--- src/matrix_cfg.svh ---
// Offsets, field positions, reset values and timing counts of the display control registers.
`ifndef MATRIX_CFG_SVH
`define MATRIX_CFG_SVH

`define ADDR_BRIGHT01 8'h01
`define ADDR_BRIGHT23 8'h02
`define ADDR_SCAN 8'h03
`define ADDR_GLYPH 8'h05
`define ADDR_TEST 8'h07

`define BRIGHT_RST 8'h00
`define SCAN_RST 8'h00
`define TEST_RST 1'b0
`define PTR_BASE 8'h80
`define PTR_LAST 8'hf7
`define PTR_INVALID 8'hf8

`define PTR_CMD_BIT 7
`define SCAN_FOUR_BIT 0
`define TEST_BIT 0
`define GLYPH_DEPTH 120

`define TEST_ON_STEPS 4'h7
`define ON_STEPS_MAX 4'hf
`define ON_CLAMP_CODE 4'he

`define CLK_PERIOD_NS 10
`define PWM_STEP_NS 1000
`define PWM_STEP_CYCLES ((`PWM_STEP_NS + `CLK_PERIOD_NS - 1) / `CLK_PERIOD_NS)

`endif

--- src/matrix_pkg.sv ---
// Types shared by the display control block and its multiplex scanner.
`default_nettype none
package matrix_pkg;
  // Multiplex time slot; Gray coded along the scan order.
  typedef enum logic [1:0] {
    SLOT_D01 = 2'b00,
    SLOT_D23 = 2'b01,
    SLOT_D45 = 2'b11,
    SLOT_D67 = 2'b10
  } slot_t;
  typedef logic [7:0] reg_byte_t;
  typedef logic [3:0] pwm_step_t;
endpackage
`default_nettype wire

--- src/scan_if.sv ---
// Carrier between the control registers and the multiplex scanner.
`default_nettype none
interface scan_if;
  matrix_pkg::reg_byte_t bright01;
  matrix_pkg::reg_byte_t bright23;
  logic scan_four;
  logic test_on;
  logic blank;
  logic [7:0] drive;
  modport ctrl (output bright01, output bright23, output scan_four, output test_on,
                output blank, input drive);
  modport scan (input bright01, input bright23, input scan_four, input test_on,
                input blank, output drive);
endinterface
`default_nettype wire

--- src/matrix_display_control_regs.sv ---
// Control registers, user glyph store and display outputs of the dot-matrix driver.
`include "matrix_cfg.svh"
`default_nettype none
module matrix_display_control_regs #(
  parameter int STEP_CYCLES = `PWM_STEP_CYCLES,
  parameter int GLYPH_DEPTH = `GLYPH_DEPTH
) (
  // Clock and reset
  input wire logic clk,
  input wire logic arst_n,
  // Register request port from the serial front end
  input wire logic req_valid,
  input wire logic req_write,
  input wire matrix_pkg::reg_byte_t req_addr,
  input wire matrix_pkg::reg_byte_t req_wdata,
  output var matrix_pkg::reg_byte_t rd_data,
  output var logic rd_valid,
  // Shutdown level from the shutdown control
  input wire logic shutdown,
  // Display drive
  output var logic [7:0] digit_drive,
  output var logic leds_all_on,
  output var matrix_pkg::reg_byte_t glyph_pointer
);
  import matrix_pkg::*;

  logic rst_meta_q;
  logic rst_n;
  reg_byte_t bright01_q;
  reg_byte_t bright23_q;
  reg_byte_t scan_q;
  logic test_q;
  reg_byte_t ptr_q;
  logic [6:0] font_q [GLYPH_DEPTH];
  logic [7:0] drive_q;
  logic all_on_q;
  reg_byte_t rd_data_q;
  logic rd_valid_q;
  logic wr_any;
  logic glyph_cmd;
  logic glyph_data_wr;
  logic glyph_rd;
  reg_byte_t rd_data_d;

  scan_if sif ();

  // Pointer step after a data access; the last slot wraps to the first.
  function automatic reg_byte_t ptr_advance(input reg_byte_t p);
    if (p == `PTR_LAST) return `PTR_BASE;
    return p + 8'h01;
  endfunction

  // Pointer load value; an out-of-range base would address nothing, so it is clamped.
  function automatic reg_byte_t ptr_load(input reg_byte_t v);
    if (v >= `PTR_INVALID) return `PTR_BASE;
    return v;
  endfunction

  // Reset release is synchronised; assertion stays asynchronous.
  always_ff @(posedge clk or negedge arst_n) begin
    if (!arst_n) begin
      rst_meta_q <= 1'b0;
      rst_n <= 1'b0;
    end else begin
      rst_meta_q <= 1'b1;
      rst_n <= rst_meta_q;
    end
  end

  // Request decode.
  assign wr_any = req_valid && req_write;
  assign glyph_cmd = wr_any && req_addr == `ADDR_GLYPH && req_wdata[`PTR_CMD_BIT];
  assign glyph_data_wr = wr_any && req_addr == `ADDR_GLYPH && !req_wdata[`PTR_CMD_BIT];
  assign glyph_rd = req_valid && !req_write && req_addr == `ADDR_GLYPH;

  // Brightness registers; one nibble per digit.
  always_ff @(posedge clk or negedge rst_n) begin
    if (!rst_n) begin
      bright01_q <= `BRIGHT_RST;
      bright23_q <= `BRIGHT_RST;
    end else if (wr_any) begin
      if (req_addr == `ADDR_BRIGHT01) begin
        bright01_q <= req_wdata;
      end
      if (req_addr == `ADDR_BRIGHT23) begin
        bright23_q <= req_wdata;
      end
    end
  end

  // Scan limit; only bit zero steers the scanner, the rest is held for read-back.
  always_ff @(posedge clk or negedge rst_n) begin
    if (!rst_n) begin
      scan_q <= `SCAN_RST;
    end else if (wr_any && req_addr == `ADDR_SCAN) begin
      scan_q <= req_wdata;
    end
  end

  // Display-test mode bit; it overrides the display without touching other state.
  always_ff @(posedge clk or negedge rst_n) begin
    if (!rst_n) begin
      test_q <= `TEST_RST;
    end else if (wr_any && req_addr == `ADDR_TEST) begin
      test_q <= req_wdata[`TEST_BIT];
    end
  end

  // Font pointer: loaded by command writes, advanced by every data access.
  always_ff @(posedge clk or negedge rst_n) begin
    if (!rst_n) begin
      ptr_q <= `PTR_BASE;
    end else if (glyph_cmd) begin
      ptr_q <= ptr_load(req_wdata);
    end else if (glyph_data_wr || glyph_rd) begin
      ptr_q <= ptr_advance(ptr_q);
    end
  end

  // Glyph store; the pointer never leaves 0x80..0xf7, so its low bits index directly.
  // It has no reset: the store is plain memory, written before use.
  always_ff @(posedge clk) begin
    if (glyph_data_wr) begin
      font_q[ptr_q[6:0]] <= req_wdata[6:0];
    end
  end

  // Read mux; reserved bits of the test register read as zero.
  always_comb begin
    rd_data_d = 8'h00;
    unique case (req_addr)
      `ADDR_BRIGHT01: rd_data_d = bright01_q;
      `ADDR_BRIGHT23: rd_data_d = bright23_q;
      `ADDR_SCAN: rd_data_d = scan_q;
      `ADDR_GLYPH: rd_data_d = {1'b0, font_q[ptr_q[6:0]]};
      `ADDR_TEST: rd_data_d = {7'h00, test_q};
      default: rd_data_d = 8'h00;
    endcase
  end

  // Read answer one cycle after the request.
  always_ff @(posedge clk or negedge rst_n) begin
    if (!rst_n) begin
      rd_data_q <= 8'h00;
      rd_valid_q <= 1'b0;
    end else begin
      rd_valid_q <= req_valid && !req_write;
      if (req_valid && !req_write) begin
        rd_data_q <= rd_data_d;
      end
    end
  end

  // Scanner configuration; shutdown blanks only normal operation.
  assign sif.bright01 = bright01_q;
  assign sif.bright23 = bright23_q;
  assign sif.scan_four = scan_q[`SCAN_FOUR_BIT];
  assign sif.test_on = test_q;
  assign sif.blank = shutdown;

  mux_scan #(
    .STEP_CYCLES(STEP_CYCLES)
  ) u_scan (
    .clk(clk),
    .rst_n(rst_n),
    .sif(sif.scan)
  );

  // Output flops keep the pins glitch-free while the scanner decodes.
  always_ff @(posedge clk or negedge rst_n) begin
    if (!rst_n) begin
      drive_q <= 8'h00;
      all_on_q <= 1'b0;
    end else begin
      drive_q <= sif.drive;
      all_on_q <= test_q;
    end
  end

  assign digit_drive = drive_q;
  assign leds_all_on = all_on_q;
  assign rd_data = rd_data_q;
  assign rd_valid = rd_valid_q;
  assign glyph_pointer = ptr_q;
endmodule // matrix_display_control_regs
`default_nettype wire

--- src/mux_scan.sv ---
// Multiplex slot sequencer and per-digit pulse-width modulator.
`include "matrix_cfg.svh"
`default_nettype none
module mux_scan #(
  parameter int STEP_CYCLES = `PWM_STEP_CYCLES
) (
  // Clock and synchronised reset
  input wire logic clk,
  input wire logic rst_n,
  // Register side
  scan_if.scan sif
);
  import matrix_pkg::*;

  slot_t slot_q;
  pwm_step_t phase_q;
  logic [15:0] div_q;
  logic [3:0] on_steps [4];
  logic step_end;

  // Brightness code to on-steps; the two top codes share the maximum.
  function automatic pwm_step_t on_count(input logic [3:0] code);
    if (code >= `ON_CLAMP_CODE) return `ON_STEPS_MAX;
    return code + 4'h1;
  endfunction

  assign step_end = (div_q == 16'(STEP_CYCLES - 1));

  // Prescaler sets the length of one sixteenth of a slot.
  always_ff @(posedge clk or negedge rst_n) begin
    if (!rst_n) begin
      div_q <= 16'h0000;
    end else begin
      div_q <= step_end ? 16'h0000 : div_q + 16'h0001;
    end
  end

  // Sixteen phases make one slot.
  always_ff @(posedge clk or negedge rst_n) begin
    if (!rst_n) begin
      phase_q <= 4'h0;
    end else if (step_end) begin
      phase_q <= phase_q + 4'h1;
    end
  end

  // Slot order; a scan-limit change mid-scan falls back to the first pair.
  always_ff @(posedge clk or negedge rst_n) begin
    if (!rst_n) begin
      slot_q <= SLOT_D01;
    end else if (step_end && phase_q == 4'hf) begin
      unique case (slot_q)
        SLOT_D01: slot_q <= (sif.test_on || sif.scan_four) ? SLOT_D23 : SLOT_D01;
        SLOT_D23: slot_q <= sif.test_on ? SLOT_D45 : SLOT_D01;
        SLOT_D45: slot_q <= sif.test_on ? SLOT_D67 : SLOT_D01;
        SLOT_D67: slot_q <= SLOT_D01;
      endcase
    end
  end

  assign on_steps[0] = on_count(sif.bright01[3:0]);
  assign on_steps[1] = on_count(sif.bright01[7:4]);
  assign on_steps[2] = on_count(sif.bright23[3:0]);
  assign on_steps[3] = on_count(sif.bright23[7:4]);

  // Digit enables; test mode overrides limit, brightness and blanking.
  for (genvar g = 0; g < 8; g++) begin : g_drive
    if (g < 4) begin : g_user
      assign sif.drive[g] = sif.test_on ? (slot_q == slot_t'(g / 2 == 0 ? SLOT_D01 : SLOT_D23)
                                           && phase_q < `TEST_ON_STEPS)
                          : (!sif.blank && (g < 2 || sif.scan_four)
                             && slot_q == (g < 2 ? SLOT_D01 : SLOT_D23)
                             && phase_q < on_steps[g]);
    end else begin : g_test
      assign sif.drive[g] = sif.test_on && slot_q == (g < 6 ? SLOT_D45 : SLOT_D67)
                            && phase_q < `TEST_ON_STEPS;
    end
  end
endmodule // mux_scan
`default_nettype wire

--- config.mk ---
export PLATFORM = sky130hd
export DESIGN_NAME = matrix_display_control_regs
export DESIGN_NICKNAME = d
export VERILOG_FILES = /design/src/matrix_pkg.sv /design/src/scan_if.sv /design/src/matrix_display_control_regs.sv /design/src/mux_scan.sv
export VERILOG_INCLUDE_DIRS = /design/src
export SDC_FILE = /design/constraint.sdc
export NUM_CORES = 1
export LEC_CHECK = 0
export BUFFER_PORTS_ARGS = -buffer_cell sky130_fd_sc_hd__buf_4
export CAP_MARGIN = 25
export CELL_PAD_IN_SITES_DETAIL_PLACEMENT = 1
export CELL_PAD_IN_SITES_GLOBAL_PLACEMENT = 1
export CORE_UTILIZATION = 41
export DETAILED_ROUTE_END_ITERATION = 10
export GPL_TIMING_DRIVEN = 1
export PLACE_DENSITY = 0.64
export RECOVER_POWER = 100
export SLEW_MARGIN = 10
export SYNTH_ARGS = -nofsm -noshare
export SYNTH_HDL_FRONTEND = slang
export SYNTH_SLANG_ARGS = --single-unit
--- constraint.sdc ---
create_clock -name clk -period 2.6 [get_ports clk]
set_clock_uncertainty 0.1 [all_clocks]
set_input_delay 0 -clock clk [delete_from_list [all_inputs] [get_ports clk]]
set_output_delay 0 -clock clk [all_outputs]
set_load 0.05 [all_outputs]
==> impl_summary.txt, run 1 <==
----------------------------------------------------
[Cells and area]
  Core Util, Final ... 0.528
  # diodes ... 0
  Area Overhead vs Synth ... 27.1%
  Commonest non-fill, non-tap cell in the layout ... edfxtp_1
  Commonest non-fill, non-tap cells in the layout ... edfxtp_1 (840), buf_4 (316), mux2i_1 (261)
  # nets final ... 2702
  Share of final-layout standard cells stronger than drive strength 1 ... 0.334
  Filler cell count in the final layout ... 8172

[Setup path]
  Slowest-stage cell, CP ... or4_4
  Maximum fanout encountered on the critical timing path ... 6
  Kind of critical path ... reg2reg
  CP Capture Type ... flip-flop
  Critical path startpoint category ... flip-flop
  Endpoint arrival time on the critical path ... 3260 ps
  CP cell instances ... buf_12 > buf_12 > buf_12 > mux2i_1 > o22ai_1 > or4_4 > nor2_4 > buf_4 > o22ai_1 > nor4_2 > o21ai_1
  Most common cell type on the critical path ... buf_12
  Count of buffer and inverter cells on the critical path ... 4
  Slowest Stage Delay on Critical Path ... 520 ps
  Cell family contributing the most delay on the critical path ... simple AND/OR/NAND/NOR gates
  WP data required ... 3040 ps

[Logic synthesis]
  Cell count after synthesis ... 2172
  Main flop type after synthesis ... edfxtp_1
  Fraction of synthesis flops using an asynchronous set or reset pin ... 0.0800
  Net count after synthesis ... 2216
  Post-synthesis sequential area ratio ... 0.733
  Number of synthesized flops with an enable pin ... 840
  Synth warnings ... 0
  Netlist Area Pre-Place ... 0.0369 mm^2
  Count of different cell masters after synthesis ... 71
  Avg Inst Size Synth ... 17.0 um^2
  #FFs+latches synth ... 913

[Global routing]
  Met1 routing resource usage after global routing ... 0.340
  Top Usage Layer GRT ... met2
  Overall Global Routing Usage ... 0.249
  Remaining global-route overflow ... 0
  Pin count of the biggest net entering global routing ... 125
  Global Route met3 Usage ... 0.0361
  GR met2 Demand/Resource ... 0.414
  Wire length of the first global-routing pass ... 164000 um
  Initial antenna violation count ... 3
  Via count of the first global-routing pass ... 23700

[Placement]
  Dpl hpwl ... 75100 um
  Last weighted congestion value of the routability-driven placer ... 0.882
  Pre-CTS setup slack ... -480 ps
  Number of I/O port buffers ... 46

[Floorplan]
  Die extent in y ... 302 um
  Total number of placement rows ... 109
  Starting density of the core ... 0.416
  Die W ... 302 um
  Core area ... 0.0888 mm^2
  Die Footprint ... 0.0913 mm^2
  Top-level I/O count ... 47

[Power]
  Sequential group share of total power ... 0.514
  Int Power ... 24.5 mW
  Total Power ... 31.4 mW
  Switching power as a share of total power ... 0.218
  Worst supply voltage drop on vdd ... 528 uV
  Fraction of power consumed by the clock network ... 0.438
  Leakage power ... 15.5 nW
  NetSw ... 6.83 mW
  Combinational share of power ... 0.048
  Total power density per cell area ... 669 mW/mm^2

[Route]
  Number of routed nets with antenna violations ... 0
  Residual DRC count ... 8
  Detailed-router iteration count before antenna repair ... 8
  Wire per inst ... 29.0 um
  Post-detailed-routing wire length ... 113000 um
  Detailed Route Iter0 Violations ... 1919
  Via count ... 22500
  Avg Vias per Cell ... 5.77

[Timing]
  Number of hold violations in the final report ... 0
  Final number of max-transition violations ... 428
  Final worst path period need ... 2820 ps
  Setup TNS ... -1730 ps
  Worst Max-Slew Pin Slew ... 1860 ps
  Setup slack of the critical path after layout ... -219 ps
  Unrepaired setup endpoints after global routing ... true
  Final Setup Violations ... 21
  Highest attainable clock frequency ... 355 MHz
  Final critical-path share of the clock period ... 1.08
  Max_slew headroom ... -0.237

[Clocking]
  Clock Tree Buf Depth ... 3
  Number of clock sinks seen by CTS ... 913
  Insertion delay of the later-clocked pin in the worst-skew pair ... 680 ps
  Cts bufs inserted ... 97
  Clock tree from TritonCTS ... built
  Worst-path clk slew ... 70 ps
  Cell at the root of the clock tree ... clkbuf_16
  Level count of the clock H-tree ... 3

[Flow run]
  Count of max-cap constraint violations ... 5

[Run status]
  Violations in the final reports ... design-rule violations, max-capacitance violations, max-slew violations, negative setup slack
  Status ... complete, but fails checks

[Hold path]
  Worst min-delay path category ... in2reg

----------------------------------------------------
registers in the layout, summed over array words and instances (netlist names), 2 cells and up:
register	flops
bright01_q	8
bright23_q	8
digit_drive	6
font_q	840
glyph_pointer	8
rd_data	8
scan_q	8
u_scan.div_q	16
u_scan.phase_q	4
u_scan.slot_q	2
final cells by class:
class                   instances  area (um^2)  area share
clock buffers                 116         2540      0.0542
multi-input cells            1128        10300       0.219
flip-flops and latches        913        27100       0.577
clock inverters                65          584      0.0125
inverters                      13         48.8     0.00104
repair buffers                505         4920       0.105
well taps                    1165         1460      0.0311
synthesized netlist by cell type, types with 6 or more instances:
| cell type | n | area share |
|---|---|---|
| o22ai_1 | 96 | 0.016 |
| ha_1 | 23 | 0.0078 |
| clkbuf_1 | 17 | 0.0017 |
| mux4_2 | 62 | 0.038 |
| nor2_1 | 157 | 0.016 |
| nor2b_1 | 11 | 0.0019 |
| inv_1 | 13 | 0.0013 |
| o21a_1 | 9 | 0.0018 |
| and3_1 | 9 | 0.0015 |
| nand2_1 | 77 | 0.0078 |
| dfrtp_1 | 72 | 0.049 |
| a22oi_1 | 46 | 0.0094 |
| edfxtp_1 | 840 | 0.68 |
| a31oi_1 | 14 | 0.0024 |
| mux2i_1 | 294 | 0.080 |
| mux2_2 | 39 | 0.012 |
| xnor2_1 | 12 | 0.0028 |
| buf_4 | 28 | 0.0057 |
| a21oi_1 | 41 | 0.0056 |
| and2_1 | 7 | 0.0012 |
| o211ai_1 | 7 | 0.0014 |
| nand3_1 | 29 | 0.0039 |
| buf_6 | 9 | 0.0027 |
| nand4_1 | 9 | 0.0015 |
| a221oi_1 | 12 | 0.0028 |
| o21ai_0 | 53 | 0.0072 |
| buf_2 | 61 | 0.0083 |
| nand2b_1 | 6 | 0.0010 |
| nor4_1 | 20 | 0.0034 |
| nor3_1 | 12 | 0.0016 |
worst min-delay path, cell delays in order:
cell and delay (ps):
dlygate4sd3_1 530, buf_4 120, nor3_1 40, nand2_1 50
a211oi_1 60
final timing paths:
kind,start,to,slack [ps],depth (start not counted)
setup reg to reg,glyph_pointer[2]$_DFFE_PN0P_,rd_data[2]$_DFFE_PN0P_,-220,11
setup / recovery,glyph_pointer[2]$_DFFE_PN0P_,rd_data[2]$_DFFE_PN0P_,-220,11
min in group asynchronous,arst_n,rst_n$_DFF_PN0_,100,3
hold / removal,shutdown,digit_drive[1]$_DFF_PN0_,90,5
hold reg to reg,rst_meta_q$_DFF_PN0_,rst_n$_DFF_PN0_,250,0
max in group asynchronous,rst_n$_DFF_PN0_,scan_q[6]$_DFFE_PN0P_,970,1
metrics by stage:
stage / instances / cell area [um^2] / hold WS, ps
global route: 3905 / 46900 / 113
CTS: 3891 / 46800 / 31.9
detailed placement: 3657 / 42200 / -316
floorplan: 2172 / 37300 / -396
global placement: 3657 / 42200 / -316
finish: 3905 / 46900 / 86.6
per-layer routing:
| layer | wire, um | up-vias |
|---|---|---|
| met5 | 23 | - |
| met4 | 3110 | 4 |
| met3 | 6600 | 191 |
| met2 | 55600 | 806 |
| met1 | 48000 | 11900 |
| li1 | - | 9629 |
logic make-up after synthesis:
family,count (synthesis),share of synthesized area
adders and majority gates,23,0.00779
and+or+nand+nor,375,0.0496
AOI/OAI and AO/OA,317,0.0557
other,1,0.000102
DFF,913,0.733
buffers and inverters,131,0.0207
muxes,395,0.129
xor gates and xnor gates,17,0.00403
power groups by stage:
stage               logic [mW]  clock network, mW  registers, mW
global route              1.59               14.4           16.1
detailed placement        1.36                  0           16.4
global placement          1.32                  0           16.4
CTS                       1.51               13.9           16.1
finish                    1.52               13.7           16.1
floorplan                0.549                  0           16.4
repair_timing:
action / 4_1_cts / 5_1_grt
endpoints found under the hold margin: 664 / 0
setup buffers: 23 / 14
gates resized for setup: 166 / 60
pin swaps: 48 / 31
hold buffers: 24 / 0
gates cloned: 7 / 2
endpoints found under the setup margin: 473 / 86
(Power assumes the default switching activity.)
==> run 2, diff against run 1 <==
--- a/config.mk
+++ b/config.mk
@@ -6,12 +6,12 @@
 export SDC_FILE = /design/constraint.sdc
 export NUM_CORES = 1
 export LEC_CHECK = 0
-export BUFFER_PORTS_ARGS = -buffer_cell sky130_fd_sc_hd__buf_4
 export CAP_MARGIN = 25
 export CELL_PAD_IN_SITES_DETAIL_PLACEMENT = 1
 export CELL_PAD_IN_SITES_GLOBAL_PLACEMENT = 1
 export CORE_UTILIZATION = 41
 export DETAILED_ROUTE_END_ITERATION = 10
+export DONT_BUFFER_PORTS = 1
 export GPL_TIMING_DRIVEN = 1
 export PLACE_DENSITY = 0.64
 export RECOVER_POWER = 100
==> constraint.sdc (replaced) <==
create_clock -name clk -period 2.6 [get_ports clk]
set_clock_uncertainty 0.1 [all_clocks]
set_input_delay 0.52 -clock clk [delete_from_list [all_inputs] [get_ports clk]]
set_output_delay 0.52 -clock clk [all_outputs]
set_load 0.05 [all_outputs]
==> impl_summary.txt, run 2 (synthesis results as in run 1) <==
----------------------------------------------------
[Run status]
  Status ... complete, but fails checks
  Violations in the final reports ... design-rule violations, max-capacitance violations, max-slew violations, negative setup slack

[Setup path]
  WP data required ... 3040 ps (about the same)
  Endpoint arrival time on the critical path ... 3290 ps (+30 ps)
  Maximum fanout encountered on the critical timing path ... 6 (unchanged)
  Reg-to-reg startpoint ... glyph_pointer[2]$_DFFE_PN0P_
  Kind of critical path ... reg2reg
  Critical path startpoint category ... flip-flop
  CP Capture Type ... flip-flop
  Launching element of the worst setup path ... glyph_pointer[2]$_DFFE_PN0P_

[Global routing]
  Via count of the first global-routing pass ... 23500 (-0.75%)
  Wire length of the first global-routing pass ... 167000 um (+1.9%)
  Pin count of the biggest net entering global routing ... 125 (unchanged)
  Initial antenna violation count ... 6 (+3)
  Overall Global Routing Usage ... 0.255 (+0.00602)
  Remaining global-route overflow ... 0 (unchanged)

[Cells and area]
  Number of flip-flops under the largest register name ... 840 (unchanged)
  Filler cell count in the final layout ... 8099 (-0.89%)
  Commonest non-fill, non-tap cells in the layout ... edfxtp_1 (840), buf_4 (308), mux2i_1 (259)
  Share of final-layout standard cells stronger than drive strength 1 ... 0.348 (+0.0142)
  # nets final ... 2644 (-2.1%)
  Area Overhead vs Synth ... 27.3%
  Design area ... 0.0470 mm^2 (+0.18%)
  Commonest non-fill, non-tap cell in the layout ... edfxtp_1

[Timing]
  Max_slew headroom ... -0.345 (-0.108)
  Setup TNS ... -23690 ps (-21970 ps)
  Unrepaired setup endpoints after global routing ... true
  Final worst path period need ... 2860 ps (+35.8 ps)
  Highest attainable clock frequency ... 350 MHz (-1.3%)
  Number of hold violations in the final report ... 0 (unchanged)
  Final number of max-transition violations ... 916 (+110%)
  Worst Max-Slew Pin Slew ... 2020 ps (+162 ps)
  Setup slack of the critical path after layout ... -255 ps (-35.8 ps)
  Final critical-path share of the clock period ... 1.10 (+0.0138)
  Final Setup Violations ... 431 (+2000%)

[Route]
  Number of routed nets with antenna violations ... 0 (unchanged)
  Detailed-router iteration count before antenna repair ... 8 (unchanged)
  Residual DRC count ... 7 (-1)
  Avg Vias per Cell ... 5.89 (+2.1%)
  Via count ... 22700 (+0.54%)
  Post-detailed-routing wire length ... 117000 um (+3.5%)
  Wire per inst ... 30.5 um (+5.1%)
  Detailed Route Iter0 Violations ... 2107 (+9.8%)

[Clocking]
  Number of clock sinks seen by CTS ... 913 (unchanged)
  Cell at the root of the clock tree ... clkbuf_16
  Insertion delay of the later-clocked pin in the worst-skew pair ... 680 ps (about the same)
  Worst-path clk slew ... 70 ps (about the same)
  Cts bufs inserted ... 95 (-2.1%)
  Level count of the clock H-tree ... 3 (unchanged)
  Clock Tree Buf Depth ... 3 (unchanged)
  Clock tree from TritonCTS ... built

[Power]
  Sequential group share of total power ... 0.508 (-0.006)
  Total Power ... 31.8 mW (+1.2%)
  Combinational share of power ... 0.046 (-0.002)
  Leakage power ... 15.3 nW (-1.0%)
  Fraction of power consumed by the clock network ... 0.446 (+0.008)
  Int Power ... 25.0 mW (+1.8%)
  NetSw ... 6.78 mW (-0.81%)
  Worst supply voltage drop on vdd ... 517 uV (-2.1%)
  Total power density per cell area ... 676 mW/mm^2 (+1.1%)
  Switching power as a share of total power ... 0.213 (-0.00440)

[Floorplan]
  Top-level I/O count ... 47 (unchanged)
  Die Footprint ... 0.0913 mm^2 (unchanged)
  Die extent in y ... 302 um (unchanged)
  Starting density of the core ... 0.416 (unchanged)
  Core area ... 0.0888 mm^2 (unchanged)
  Total number of placement rows ... 109 (unchanged)
  Die W ... 302 um (unchanged)

[Hold path]
  Worst min-delay path category ... in2reg
  Start point of the worst min-delay path ... req_wdata[0]

[Placement]
  Dpl hpwl ... 73400 um (-2.2%)
  Standard cell area after detailed placement ... 0.0420 mm^2 (-0.52%)
  Pre-CTS setup slack ... -700 ps (-220 ps)
  Number of I/O port buffers ... 0 (-100%)
  Last weighted congestion value of the routability-driven placer ... 0.887 (+0.60%)

[Flow run]
  Count of max-cap constraint violations ... 8 (+3)

----------------------------------------------------
## run 2: timing repair
action	CTS	global route
endpoints found under the hold margin	874	0
setup buffers	30	18
resized for setup	121	108
pin swaps	47	35
cloned	3	3
hold buffers	13	0
setup endpoints to repair	581	615
## run 2: worst paths after layout
kind	to	slack, ps	cells past startpoint
setup / recovery	rd_data[4]$_DFFE_PN0P_	-260	10
hold / removal	glyph_pointer[0]$_DFFE_PN0P_	50	2
setup reg to reg	rd_data[4]$_DFFE_PN0P_	-260	10
hold reg to reg	rst_n$_DFF_PN0_	260	0
max in group asynchronous	glyph_pointer[1]$_DFFE_PN0P_	190	0
min in group asynchronous	rst_meta_q$_DFF_PN0_	520	2
## run 2: layout make-up
type                            instances  area, um^2  area share
Antenna cell                            3        7.51    0.000160
Clock buffer                          121        2560      0.0544
Clock inverter                         53         662      0.0141
Inverter                               13        52.6     0.00112
Multi-Input combinational cell       1128       10600       0.226
Sequential cell                       913       27100       0.576
Tap cell                             1165        1460      0.0310
Timing Repair Buffer                  449        4590      0.0976
## run 2: power groups by stage
stage                     clock network (mW)  logic, mW  registers [mW]
after global routing                    14.8       1.54            16.1
after CTS                               14.4       1.42            16.1
after floorplan                            0      0.551            16.4
after detailed placement                   0       1.02            16.4
after global placement                     0       1.01            16.4
final                                   14.2       1.47            16.1
## run 2: layer usage
layer	up-vias	track usage	wire [um]
met5	-	0	28
met4	4	0.0772	3720
met3	215	0.0481	9310
met2	894	0.405	54900
met1	12000	0.356	49400
li1	9530	-	-
## run 2: metrics by stage
stage	utilization	instances	hold WS (ps)
5_1_grt	0.529	3845	37.1
6_report	0.529	3845	48.0
2_1_floorplan	-	2172	124
4_1_cts	0.523	3821	0.603
3_3_place_gp	0.473	3601	125
3_5_place_dp	0.473	3601	125
## run 2: critical path, cell delays in order (launching register included)
cell	delay (ps)
dfrtp_4	540
buf_8	170
buf_12	140
buf_8	120
mux2_4	320
o21ai_4	160
a21oi_2	60
o41ai_2	320
a41o_1	350
o2111ai_4	170
o21a_1	240
